File: src/hw/mii_phy_pkg.sv
// Constants and types shared by the PHY-side media independent interface.
// Assumes a single 50 MHz system clock drives all logic.
package mii_phy_pkg;

    // ------------------------------------------------------------
    // Clock and timing
    // ------------------------------------------------------------
    localparam int unsigned SYS_CLK_HZ   = 50_000_000;
    localparam int unsigned MII_HZ_100   = 25_000_000;
    localparam int unsigned MII_HZ_10    = 2_500_000;
    // Half periods of the generated nibble clocks, in system cycles
    localparam int unsigned HALF_100     = SYS_CLK_HZ / (2 * MII_HZ_100);
    localparam int unsigned HALF_10      = SYS_CLK_HZ / (2 * MII_HZ_10);
    localparam int unsigned DIV_W        = 8;
    // Heartbeat pulse length
    localparam int unsigned SQE_NS       = 1000;
    localparam int unsigned SQE_CYC      = (SQE_NS * (SYS_CLK_HZ / 1_000_000)) / 1000;
    localparam int unsigned SQE_W        = 8;

    // ------------------------------------------------------------
    // Management frame layout
    // ------------------------------------------------------------
    localparam int unsigned PRE_BITS     = 32;
    localparam int unsigned CMD_BITS     = 13;  // ST second bit, op, phy, reg
    localparam int unsigned DATA_BITS    = 16;
    localparam int unsigned CNT_W        = 6;
    localparam logic [1:0]  OP_READ      = 2'h2;
    localparam logic [1:0]  OP_WRITE     = 2'h1;
    localparam int unsigned ST_POS       = 12;
    localparam int unsigned OP_HI        = 11;
    localparam int unsigned OP_LO        = 10;
    localparam int unsigned PHY_HI       = 9;
    localparam int unsigned PHY_LO       = 5;
    localparam int unsigned REG_HI       = 4;

    // Management frame states
    typedef enum logic [3:0] {
        MG_PRE  = 4'h1,
        MG_CMD  = 4'h2,
        MG_TA   = 4'h4,
        MG_DATA = 4'h8
    } mgmt_state_t;

endpackage

File: src/hw/rx_skid_buf.sv
// Two-entry valid/ready buffer for the receive nibble path.
// Assumes one clock and a synchronous active-high reset.
`timescale 1ns/100ps
`default_nettype none
module rx_skid_buf #(
    parameter int unsigned WIDTH = 5,
    parameter int unsigned DEPTH = 2
) (
    input  wire logic             sys_clk,
    input  wire logic             reset,
    input  wire logic [WIDTH-1:0] in_data,
    input  wire logic             in_valid,
    output logic                  in_ready,
    output logic [WIDTH-1:0]      out_data,
    output logic                  out_valid,
    input  wire logic             out_ready
);
    localparam int unsigned PW = (DEPTH > 1) ? $clog2(DEPTH) : 1;

    typedef struct packed {
        logic [DEPTH-1:0][WIDTH-1:0] mem;
        logic [PW-1:0]               wr;
        logic [PW-1:0]               rd;
        logic [PW:0]                 cnt;
        logic                        rdy;
    } buf_state_t;

    buf_state_t st_q;
    buf_state_t st_d;
    logic       push;
    logic       pop;

    // ------------------------------------------------------------
    // Pointer and count update
    // ------------------------------------------------------------
    always_comb begin
        st_d = st_q;
        push = in_valid && in_ready;
        pop  = out_valid && out_ready;
        if (push) begin
            st_d.mem[st_q.wr] = in_data;
            st_d.wr = (st_q.wr == PW'(DEPTH - 1)) ? '0 : st_q.wr + 1'b1;
        end
        if (pop) begin
            st_d.rd = (st_q.rd == PW'(DEPTH - 1)) ? '0 : st_q.rd + 1'b1;
        end
        if (push && !pop) begin
            st_d.cnt = st_q.cnt + 1'b1;
        end else if (pop && !push) begin
            st_d.cnt = st_q.cnt - 1'b1;
        end
        // Ready registered so the port comes from a flop
        st_d.rdy = (st_d.cnt != (PW+1)'(DEPTH));
    end

    always_ff @(posedge sys_clk) begin
        if (reset) begin
            // Empty buffer accepts from reset on
            st_q     <= '0;
            st_q.rdy <= 1'b1;
        end else begin
            st_q <= st_d;
        end
    end

    // Ready from a flop, valid and data from state
    assign in_ready  = st_q.rdy;
    assign out_valid = (st_q.cnt != '0);
    assign out_data  = st_q.mem[st_q.rd];

endmodule // rx_skid_buf
`default_nettype wire

File: src/hw/mii_phy_port.sv
// PHY side of the media independent interface: nibble clocks, transmit
// and receive paths, carrier and collision, and management serial port.
// Assumes line-side logic supplies receive nibbles and medium state
// synchronous to sys_clk; management registers live outside.
//
// Functional notes
// - The management port works with a management clock unrelated to the nibble clocks.
// - The management data line is shared and each side releases it while the other drives.
// - The transmit clock is derived from the reference, 25 MHz at 100 Mb/s and 2.5 MHz at 10 Mb/s.
// - The receive clock runs at 25 MHz at 100 Mb/s and 2.5 MHz at 10 Mb/s.
// - Receive data valid is high exactly in cycles carrying a valid received nibble.
// - Receive nibbles follow the receive clock and mean something only while data valid is high.
// - At 100 Mb/s receive error changes with the falling edge of the receive clock on an invalid symbol in a packet.
// - Carrier sense is high while the medium is not idle and low while it is idle.
// - In half duplex collision is high while transmit and receive are both active.
// - At 10 Mb/s half duplex with heartbeat on, collision pulses for about 1 us starting as transmit ends.
// - In full duplex collision stays low and no heartbeat is produced.
// - Reset reinitialises all internal state to its defaults.
`timescale 1ns/100ps
`default_nettype none
module mii_phy_port
    import mii_phy_pkg::*;
#(
    parameter int unsigned BUF_DEPTH = 2
) (
    input  wire logic        sys_clk,
    input  wire logic        reset,
    // Mode straps and configuration
    input  wire logic        speed_100,
    input  wire logic        full_duplex,
    input  wire logic        heartbeat_en,
    input  wire logic [4:0]  phy_addr,
    // MAC transmit side
    output logic             tx_clk,
    input  wire logic        tx_en,
    input  wire logic [3:0]  txd,
    // MAC receive side
    output logic             rx_clk,
    output logic             rx_dv,
    output logic             rx_er,
    output logic [3:0]       rxd,
    output logic             crs,
    output logic             col,
    // Management pins
    input  wire logic        mdc,
    input  wire logic        mdio_i,
    output logic             mdio_o,
    output logic             mdio_oe,
    // Line side transmit
    output logic [3:0]       line_tx_data,
    output logic             line_tx_valid,
    // Line side receive
    input  wire logic [3:0]  line_rx_data,
    input  wire logic        line_rx_sym_err,
    input  wire logic        line_rx_valid,
    output logic             line_rx_ready,
    input  wire logic        line_medium_busy,
    // Management register access
    output logic [4:0]       mgmt_addr,
    output logic [15:0]      mgmt_wr_data,
    output logic             mgmt_wr,
    input  wire logic [15:0] mgmt_rd_data
);

    typedef struct packed {
        logic [DIV_W-1:0] div;
        logic             nclk;
        logic [3:0]       tx_data;
        logic             tx_valid;
        logic             tx_act;
        logic [3:0]       rxd;
        logic             rx_dv;
        logic             rx_er;
        logic             crs;
        logic             col;
        logic [SQE_W-1:0] sqe;
        logic             mdc_s1;
        logic             mdc_s2;
        logic             mdc_s3;
        logic             mdi_s1;
        logic             mdi_s2;
        mgmt_state_t      mg;
        logic [CNT_W-1:0] cnt;
        logic [15:0]      sh;
        logic             rd_op;
        logic             wr_op;
        logic             mdo;
        logic             mdoe;
        logic             wr;
        logic [4:0]       addr;
        logic [15:0]      wdat;
    } port_state_t;

    port_state_t st_q;
    port_state_t st_d;

    logic [DIV_W-1:0] half;
    logic             tick;
    logic             rise;
    logic             fall;
    logic             mrise;
    logic [4:0]       buf_in;
    logic [4:0]       buf_out;
    logic             buf_valid;

    // ------------------------------------------------------------
    // Receive buffer between line and MAC
    // ------------------------------------------------------------
    assign buf_in = {line_rx_sym_err, line_rx_data};

    rx_skid_buf #(
        .WIDTH (5),
        .DEPTH (BUF_DEPTH)
    ) u_rx_buf (
        .sys_clk   (sys_clk),
        .reset     (reset),
        .in_data   (buf_in),
        .in_valid  (line_rx_valid),
        .in_ready  (line_rx_ready),
        .out_data  (buf_out),
        .out_valid (buf_valid),
        .out_ready (fall)
    );

    // Divider strobes and synchronised management clock edge
    assign half  = speed_100 ? DIV_W'(HALF_100) : DIV_W'(HALF_10);
    assign tick  = (st_q.div >= half - 1'b1);
    assign rise  = tick && !st_q.nclk;
    assign fall  = tick && st_q.nclk;
    assign mrise = st_q.mdc_s2 && !st_q.mdc_s3;

    // ------------------------------------------------------------
    // Next state
    // ------------------------------------------------------------
    always_comb begin
        st_d = st_q;
        st_d.div = tick ? '0 : st_q.div + 1'b1;
        if (tick) begin
            st_d.nclk = !st_q.nclk;
        end

        if (rise) begin
            st_d.tx_valid = tx_en;
            st_d.tx_data  = tx_en ? txd : 4'h0;
            st_d.tx_act   = tx_en;
        end

        if (fall) begin
            st_d.rx_dv = buf_valid;
            st_d.rxd   = buf_valid ? buf_out[3:0] : 4'h0;
            st_d.rx_er = buf_valid && buf_out[4] && speed_100;
        end

        st_d.crs = line_medium_busy;

        if (st_q.tx_act && rise && !tx_en && !speed_100 && heartbeat_en) begin
            st_d.sqe = SQE_W'(SQE_CYC);
        end else if (st_q.sqe != '0) begin
            st_d.sqe = st_q.sqe - 1'b1;
        end
        if (full_duplex) begin
            st_d.col = 1'b0;
            st_d.sqe = '0;
        end else begin
            st_d.col = (st_q.tx_act && line_medium_busy) || (st_q.sqe != '0);
        end

        st_d.mdc_s1 = mdc;
        st_d.mdc_s2 = st_q.mdc_s1;
        st_d.mdc_s3 = st_q.mdc_s2;
        st_d.mdi_s1 = mdio_i;
        st_d.mdi_s2 = st_q.mdi_s1;
        st_d.wr     = 1'b0;

        if (mrise) begin
            case (st_q.mg)
                MG_PRE: begin
                    if (st_q.mdi_s2) begin
                        if (st_q.cnt < CNT_W'(PRE_BITS)) begin
                            st_d.cnt = st_q.cnt + 1'b1;
                        end
                    end else if (st_q.cnt >= CNT_W'(PRE_BITS)) begin
                        st_d.mg  = MG_CMD;
                        st_d.cnt = '0;
                    end else begin
                        st_d.cnt = '0;
                    end
                end
                MG_CMD: begin
                    st_d.sh  = {st_q.sh[14:0], st_q.mdi_s2};
                    st_d.cnt = st_q.cnt + 1'b1;
                    if (st_q.cnt == CNT_W'(CMD_BITS - 1)) begin
                        st_d.mg    = MG_TA;
                        st_d.cnt   = '0;
                        st_d.addr  = {st_q.sh[3:0], st_q.mdi_s2};
                        st_d.rd_op = st_q.sh[ST_POS-1] &&
                                     (st_q.sh[OP_HI-1:OP_LO-1] == OP_READ) &&
                                     (st_q.sh[PHY_HI-1:PHY_LO-1] == phy_addr);
                        st_d.wr_op = st_q.sh[ST_POS-1] &&
                                     (st_q.sh[OP_HI-1:OP_LO-1] == OP_WRITE) &&
                                     (st_q.sh[PHY_HI-1:PHY_LO-1] == phy_addr);
                    end
                end
                MG_TA: begin
                    st_d.cnt = st_q.cnt + 1'b1;
                    if (st_q.cnt == '0) begin
                        st_d.mdoe = st_q.rd_op;
                        st_d.mdo  = 1'b0;
                        st_d.sh   = mgmt_rd_data;
                    end else begin
                        st_d.mg  = MG_DATA;
                        st_d.cnt = '0;
                        st_d.mdo = st_q.rd_op && st_q.sh[15];
                        st_d.sh  = {st_q.sh[14:0], 1'b0};
                    end
                end
                MG_DATA: begin
                    st_d.cnt = st_q.cnt + 1'b1;
                    if (st_q.wr_op) begin
                        st_d.sh = {st_q.sh[14:0], st_q.mdi_s2};
                    end else begin
                        st_d.mdo = st_q.rd_op && st_q.sh[15];
                        st_d.sh  = {st_q.sh[14:0], 1'b0};
                    end
                    if (st_q.cnt == CNT_W'(DATA_BITS - 1)) begin
                        st_d.mdoe = 1'b0;
                        st_d.mdo  = 1'b0;
                        st_d.mg   = MG_PRE;
                        st_d.cnt  = '0;
                        st_d.wr   = st_q.wr_op;
                        st_d.wdat = {st_q.sh[14:0], st_q.mdi_s2};
                    end
                end
                default: begin
                    st_d.mg   = MG_PRE;
                    st_d.cnt  = '0;
                    st_d.mdoe = 1'b0;
                end
            endcase
        end
    end

    // ------------------------------------------------------------
    // State register
    // ------------------------------------------------------------
    always_ff @(posedge sys_clk) begin
        if (reset) begin
            st_q    <= '0;
            st_q.mg <= MG_PRE;
        end else begin
            st_q <= st_d;
        end
    end

    assign tx_clk        = st_q.nclk;
    assign rx_clk        = st_q.nclk;
    assign rx_dv         = st_q.rx_dv;
    assign rx_er         = st_q.rx_er;
    assign rxd           = st_q.rxd;
    assign crs           = st_q.crs;
    assign col           = st_q.col;
    assign mdio_o        = st_q.mdo;
    assign mdio_oe       = st_q.mdoe;
    assign line_tx_data  = st_q.tx_data;
    assign line_tx_valid = st_q.tx_valid;
    assign mgmt_addr     = st_q.addr;
    assign mgmt_wr_data  = st_q.wdat;
    assign mgmt_wr       = st_q.wr;

endmodule // mii_phy_port
`default_nettype wire

File: config.mk
export PLATFORM = sky130hd
export DESIGN_NAME = mii_phy_port
export DESIGN_NICKNAME = d
export VERILOG_FILES = /design/src/hw/mii_phy_pkg.sv /design/src/hw/rx_skid_buf.sv /design/src/hw/mii_phy_port.sv
export SDC_FILE = /design/constraint.sdc
export NUM_CORES = 1
export LEC_CHECK = 0
export BUFFER_PORTS_ARGS = -buffer_cell sky130_fd_sc_hd__clkbuf_2
export CORE_UTILIZATION = 53
export CTS_BUF_LIST = sky130_fd_sc_hd__clkbuf_2
export CTS_CLUSTER_DIAMETER = 100
export CTS_CLUSTER_SIZE = 14
export DETAILED_ROUTE_END_ITERATION = 8
export PLACE_DENSITY = 0.86
export SLEW_MARGIN = 20
export SYNTH_ARGS = -nofsm -noshare
export SYNTH_HDL_FRONTEND = slang
export SYNTH_SLANG_ARGS = --single-unit
File: constraint.sdc
create_clock -name sys_clk -period 2.2 [get_ports sys_clk]
set_clock_uncertainty 0.2 [all_clocks]
set_input_delay 0.11 -clock sys_clk [delete_from_list [all_inputs] [get_ports sys_clk]]
set_output_delay 0.11 -clock sys_clk [all_outputs]
set_load 0.05 [all_outputs]
# Word level (Yosys, flattened, before mapping)
# Index checks and enable logic that the tools add are counted.
[totals]
output_inout_bits = 40
wordCells = 144
input_bits = 40
regBits = 102
[classes]
n_eq_ne = 18
n_mux = 31
bitwise = 4
n_reduce_logical = 45
add_sub_neg = 8
magnitude_cmp = 6
[op_table]
columns = ["operator", "count"]
rows = [
  ["$pmux W16 S3", 1],
  ["$pmux W10 S4", 1],
  ["$mux W10", 3],
  ["$mux W6", 4],
  ["$logic_and A1 B1 Y1", 20],
  ["$mux W4", 5],
  ["$mux W16", 1],
  ["$mux W5", 3],
  ["$ne A2 B2 Y1 const B", 7],
  ["$eq A6 B4 Y1 const B", 2],
  ["$bwmux W10", 1],
  ["$reduce_and A3 Y1", 3],
  ["$add A8 B1 Y8 const B", 1],
  ["$ge A8 B8 Y1", 1],
  ["$reduce_bool A8 Y1", 1],
  ["$sub A8 B1 Y8 const B", 1],
  ["$add A6 B1 Y6 const B", 1],
  ["$ge A6 B6 Y1 const B", 1],
  ["$logic_not A1 Y1", 6],
  ["$logic_not A6 Y1", 1],
  ["$lt A6 B6 Y1 const B", 1],
  ["$mux W1", 6],
  ["$ne A3 B3 Y1 const B", 2],
  ["$reduce_and A6 Y1", 1],
  ["other kinds (27)", 38],
]

# Logic depth before layout (Yosys ltp)
[depth]
word_depth = 9
mapped_depth = 8
depth_no_buf = 7

# Hierarchy
# From an unflattened synthesis, not the netlist that was laid out.
[unflattened]
cells_unflattened = 536
area_unflattened_um2 = 4682.0
[by_module_without_submodules]
columns = ["mod", "instances", "seq_area_each_um2", "area_per_inst_um2", "cells_each"]
rows = [
  ["mii_phy_port", 1, 1741.7, 4027.6, 463],
  ["rx_skid_buf", 1, 300.3, 654.4, 73],
]

# Worst setup path before layout
# OpenSTA, ideal clock, no wires.
[synth_path]
kind = "register to register"
from = "register st_q[80] (netlist name)"
to = "register u_rx_buf.st_q, in the netlist u_rx_buf.in_ready"
path_stages_with_launch = 9
path_slack_ns = -0.073
synth_period_minus_slack_ns = 2.273
arrival_time_ns = 1.943
setup_ns = 0.130
required_ns = 1.870
n_path_buf = 1
path_cell_list = "dfxtp_1 -> inv_1 -> ha_1 -> or4b_1 -> a211oi_2 -> buf_2 -> o21bai_1 -> o21ai_0 -> a32oi_1"
[synth_via]
elab_chain_len = 7
word_cells_on_any_way = 9
cone_classes = "order compare: 1; eq/ne: 1; mux: 2; reduce/logical: 5"
[synth_lines]
columns = ["item", "line_no", "text"]
rows = [
  ["start, declared", "mii_phy_port.sv:94", "port_state_t st_q;"],
  ["start signal, assigned", "mii_phy_port.sv:251", "st_q <= st_d;"],
  ["$ge A8 B8 Y1 (*)", "mii_phy_port.sv:127", "assign tick = (st_q.div >= half - 1'b1);"],
  ["$logic_and A1 B1 Y1 (*)", "mii_phy_port.sv:129", "assign fall = tick && st_q.nclk;"],
  ["$logic_and A1 B1 Y1 (*)", "rx_skid_buf.sv:39", "pop = out_valid && out_ready;"],
  ["$logic_and A1 B1 Y1 or $logic_not A1 Y1 (tied branches)", "rx_skid_buf.sv:49, rx_skid_buf.sv:47", ""],
  ["$mux W2 or $logic_and A1 B1 Y1 (tied branches)", "rx_skid_buf.sv:49, rx_skid_buf.sv:47", ""],
  ["$mux W2 (*)", "rx_skid_buf.sv:47", "if (push && !pop) begin"],
  ["$ne A2 B2 Y1 (*)", "rx_skid_buf.sv:53", "st_d.rdy = (st_d.cnt != (PW+1)'(DEPTH));"],
  ["end signal, assigned", "rx_skid_buf.sv:62", "st_q <= st_d;"],
  ["end, declared", "rx_skid_buf.sv:28", "buf_state_t st_q;"],
]
# Every way passes the cells marked *; elsewhere a longest branch is shown, timed or not.
# A chain may end at the register's enable or synchronous reset.

# Worst setup path after layout
[layout_path]
from = "register st_q[43] (netlist name)"
to = "register st_q[51] (netlist name)"
[layout_via]
elab_chain_len = 3
word_cells_on_any_way = 9
cone_classes = "order compare: 1; eq/ne: 6; reduce/logical: 2"
[layout_lines]
columns = ["item", "line_no", "text"]
rows = [
  ["$ge A6 B6 Y1, or another cell as far along", "mii_phy_port.sv:182", "end else if (st_q.cnt >= CNT_W'(PRE_BITS)) begin"],
  ["$ne A2 B2 Y1 (no source line)", "n/a", ""],
  ["$reduce_and A6 Y1 (no source line) (*)", "n/a", ""],
]
# Marked as above.

==> impl_metrics.env <==
export IMPL_drtIter0Drc=190
export IMPL_cap_violations=0
export IMPL_ys_seq_area_frac=0.427
export IMPL_routed_wl_um=12700
export IMPL_clk_pin_slew_ns=0.26
export IMPL_drcViolationCount=0
export IMPL_yosysWarnings=0
export IMPL_nets=706
export IMPL_wl_met1_um=4950
export IMPL_cts_buffers=9
export IMPL_cts_tree="done"
export IMPL_async_flop_share=0
export IMPL_io_pins=80
export IMPL_synth_edff_count=0
export IMPL_p_leak_uw=0.00253
export IMPL_start_util=0.548
export IMPL_highest_layer="met4"
export IMPL_grt_max_degree=38
export IMPL_r2r_start="st_q[43]"
export IMPL_gp_congestion=0.937
export IMPL_crit_type="flop to flop"
export IMPL_final_hold_viol_count=0
export IMPL_routed_wl_met3_um=779
export IMPL_netlist_instances=540
export IMPL_die_w_um=96.9
export IMPL_violations="setup timing"
export IMPL_htreeDepth=3
export IMPL_worst_ep_required_time_ns=2.50
export IMPL_fin_crit_ns=2.37
export IMPL_die_h_um=96.9
export IMPL_worstPathCellList="inv_1 -> ha_1 -> nor3b_4 -> buf_6 -> a21boi_0 -> a2111oi_1 -> a21oi_1 -> a211oi_1"
export IMPL_yosys_register_bits=102
export IMPL_rows=34
export IMPL_cts_root_buffer="clkbuf_2"
export IMPL_hold_class="input pin to flop"
export IMPL_setup_slack_ns=-0.170
export IMPL_ys_flop_type="dfxtp_1"
export IMPL_placed_cell_area_um2=5150
export IMPL_finalSetupTns_ns=-0.364
export IMPL_grt_pass1_wl_um=19900
export IMPL_fmax_ghz=0.422
export IMPL_antenna_found_initial=0
export IMPL_grtUsageTotal=0.256
export IMPL_reg2reg_slack_ns=-0.17
export IMPL_reg2reg_depth=8
export IMPL_peakVddDrop_mv=0.504
export IMPL_max_slew_margin=0.609
export IMPL_clock_sinks=102
export IMPL_grt_setup_unrepaired="yes"
export IMPL_finalCritPeriodShare=1.08
export IMPL_slew_viol_final=0
export IMPL_via_per_inst=5.65
export IMPL_hold_depth=3
export IMPL_clock_latency_ns=0.57
export IMPL_n_antenna_cell=0
export IMPL_crit_path_end_kind="flop"
export IMPL_drtAntennaViolNets=0
export IMPL_worst_pin_slew_ns=0.585
export IMPL_crit_slowest_cell="a2111oi_1"
export IMPL_grt_remaining_overflow=0
export IMPL_io_buffers=79
export IMPL_syn_area_per_cell_um2=8.85
export IMPL_hpwl_um=7960
export IMPL_setup_violations=13
export IMPL_hp_start="line_medium_busy"
export IMPL_cp_arrival_ns=2.67
export IMPL_syn_area_um2=4780
export IMPL_utilization=0.700
export IMPL_dieArea_um2=9400
export IMPL_drt_first_pass_iters=5
export IMPL_hold_path_endpoint="crs"
export IMPL_power_density_nw_per_um2=699
export IMPL_cpPeakStageDelay_ns=0.51
export IMPL_wl_met2_um=6640
export IMPL_first_global_vias=4398
export IMPL_wl_per_cell_um=16.4
export IMPL_stdcell_area_um2=6100
export IMPL_synth_cell_types=62
export IMPL_r2r_end="st_q[51]"
export IMPL_via_count=4365
export IMPL_layout_drive_gt1_share=0.303
export IMPL_worstPathMaxFanout=5
export IMPL_status="complete, but fails checks"
export IMPL_clock_path_buffers=2
export IMPL_startpoint_type="flop"
export IMPL_core_area_um2=8720
export IMPL_area_growth_pct=27.7
placed cells by master (no fill, tap or decap), types with 9 or more instances in the layout:
master,synthesis,layout
a21oi_1,35,28
mux2i_1,33,33
xnor2_1,13,13
a311oi_2,10,12
inv_1,13,12
clkbuf_2,1,89
dfxtp_1,102,94
buf_4,32,30
nor2_1,71,66
nand3_1,12,10
nand2_1,73,66
nor2b_1,10,9
dlygate4sd3_1,0,45
sequential cells by signal (all words and copies together) (netlist names), 3 cells and up:
name           flops
mgmt_addr          5
st_d               3
mgmt_wr_data      16
st_q              47
u_rx_buf.st_q     14
line_tx_data       4
rxd                4
routing by layer:
layer | vias to the layer above | GRT usage
met3 | 41 | 0.0665
met5 | - | 0
met1 | 2078 | 0.277
met2 | 173 | 0.477
met4 | 0 | 0.0861
li1 | 2073 | -
power by group:
group          internal [uW]  switching (uW)  leakage (uW)  total, uW
logic                    522             735       0.00162       1260
registers               1980             137      0.000832       2120
clock network            275             614     0.0000702        889
stage by stage:
step	worst slack, ns	total power, uW	std cells	hold slack, ns
finish	-0.170	4270	772	0.0887
global route	-0.276	4500	772	0.0606
CTS	-0.0291	4180	762	0.0626
detailed placement	-0.0987	3190	696	0.145
global placement	-0.00691	3110	696	0.126
floorplan	0.0143	2940	542	0.0382
critical path: cells and delay by family (launching register included):
family / cells / cell delay [ns]
flops: 1 / 0.42
buf+inv: 2 / 0.20
fa+ha+maj: 1 / 0.15
simple gates: 1 / 0.23
compound gates: 4 / 1.10
final cells by class:
| class | count | area (um2) |
|---|---|---|
| fillers | 635 | 2620 |
| multi-input cells | 369 | 2540 |
| flip-flops and latches | 102 | 2060 |
| repair buffers | 164 | 1200 |
| well taps | 108 | 135 |
| clock inverters | 5 | 58.8 |
| clock buffers | 11 | 55.1 |
| inverters | 13 | 48.8 |
Yosys cell counts, drive strengths merged (7+ instances only):
master | instances | share of area
ha | 7 | 0.018
or3 | 7 | 0.0092
nor2 | 71 | 0.056
clkbuf | 13 | 0.010
nand2 | 73 | 0.057
inv | 13 | 0.010
mux2i | 33 | 0.069
nor2b | 10 | 0.013
buf | 46 | 0.067
dfxtp | 102 | 0.43
a311oi | 16 | 0.042
a21oi | 35 | 0.037
nand3 | 12 | 0.013
o21ai | 11 | 0.012
xnor2 | 13 | 0.024
worst max path at each step:
stage | startpoint | to | slack, ns
2_1_floorplan | st_q[80] | u_rx_buf.in_ready | 0.01
3_3_place_gp | st_q[80] | st_q[60] | -0.007
3_5_place_dp | st_q[80] | u_rx_buf.in_ready | -0.1
4_1_cts | st_q[80] | u_rx_buf.in_ready | -0.03
5_1_grt | st_q[43] | st_q[51] | -0.28
6_report | st_q[43] | st_q[51] | -0.17
timing repair:
action,CTS,global route
setup buffers,5,8
pin swaps,11,28
resized for setup,23,53
endpoints found under the setup margin,35,48
hold buffers,45,0
gates cloned,0,2
endpoints found under the hold margin,69,0
kinds of logic (layout without fill, tap and decap cells):
group / after synthesis / after routing / synth area share
compound gates: 89 / 89 / 0.140
xor+xnor: 16 / 16 / 0.0293
fa+ha+maj: 7 / 7 / 0.0183
buf+inv: 72 / 193 / 0.0877
flops: 102 / 102 / 0.427
mux: 33 / 33 / 0.0691
other cells: 1 / 3 / 0.000785
simple gates: 220 / 221 / 0.227
No activity file was read; power rests on OpenSTA's default activity.
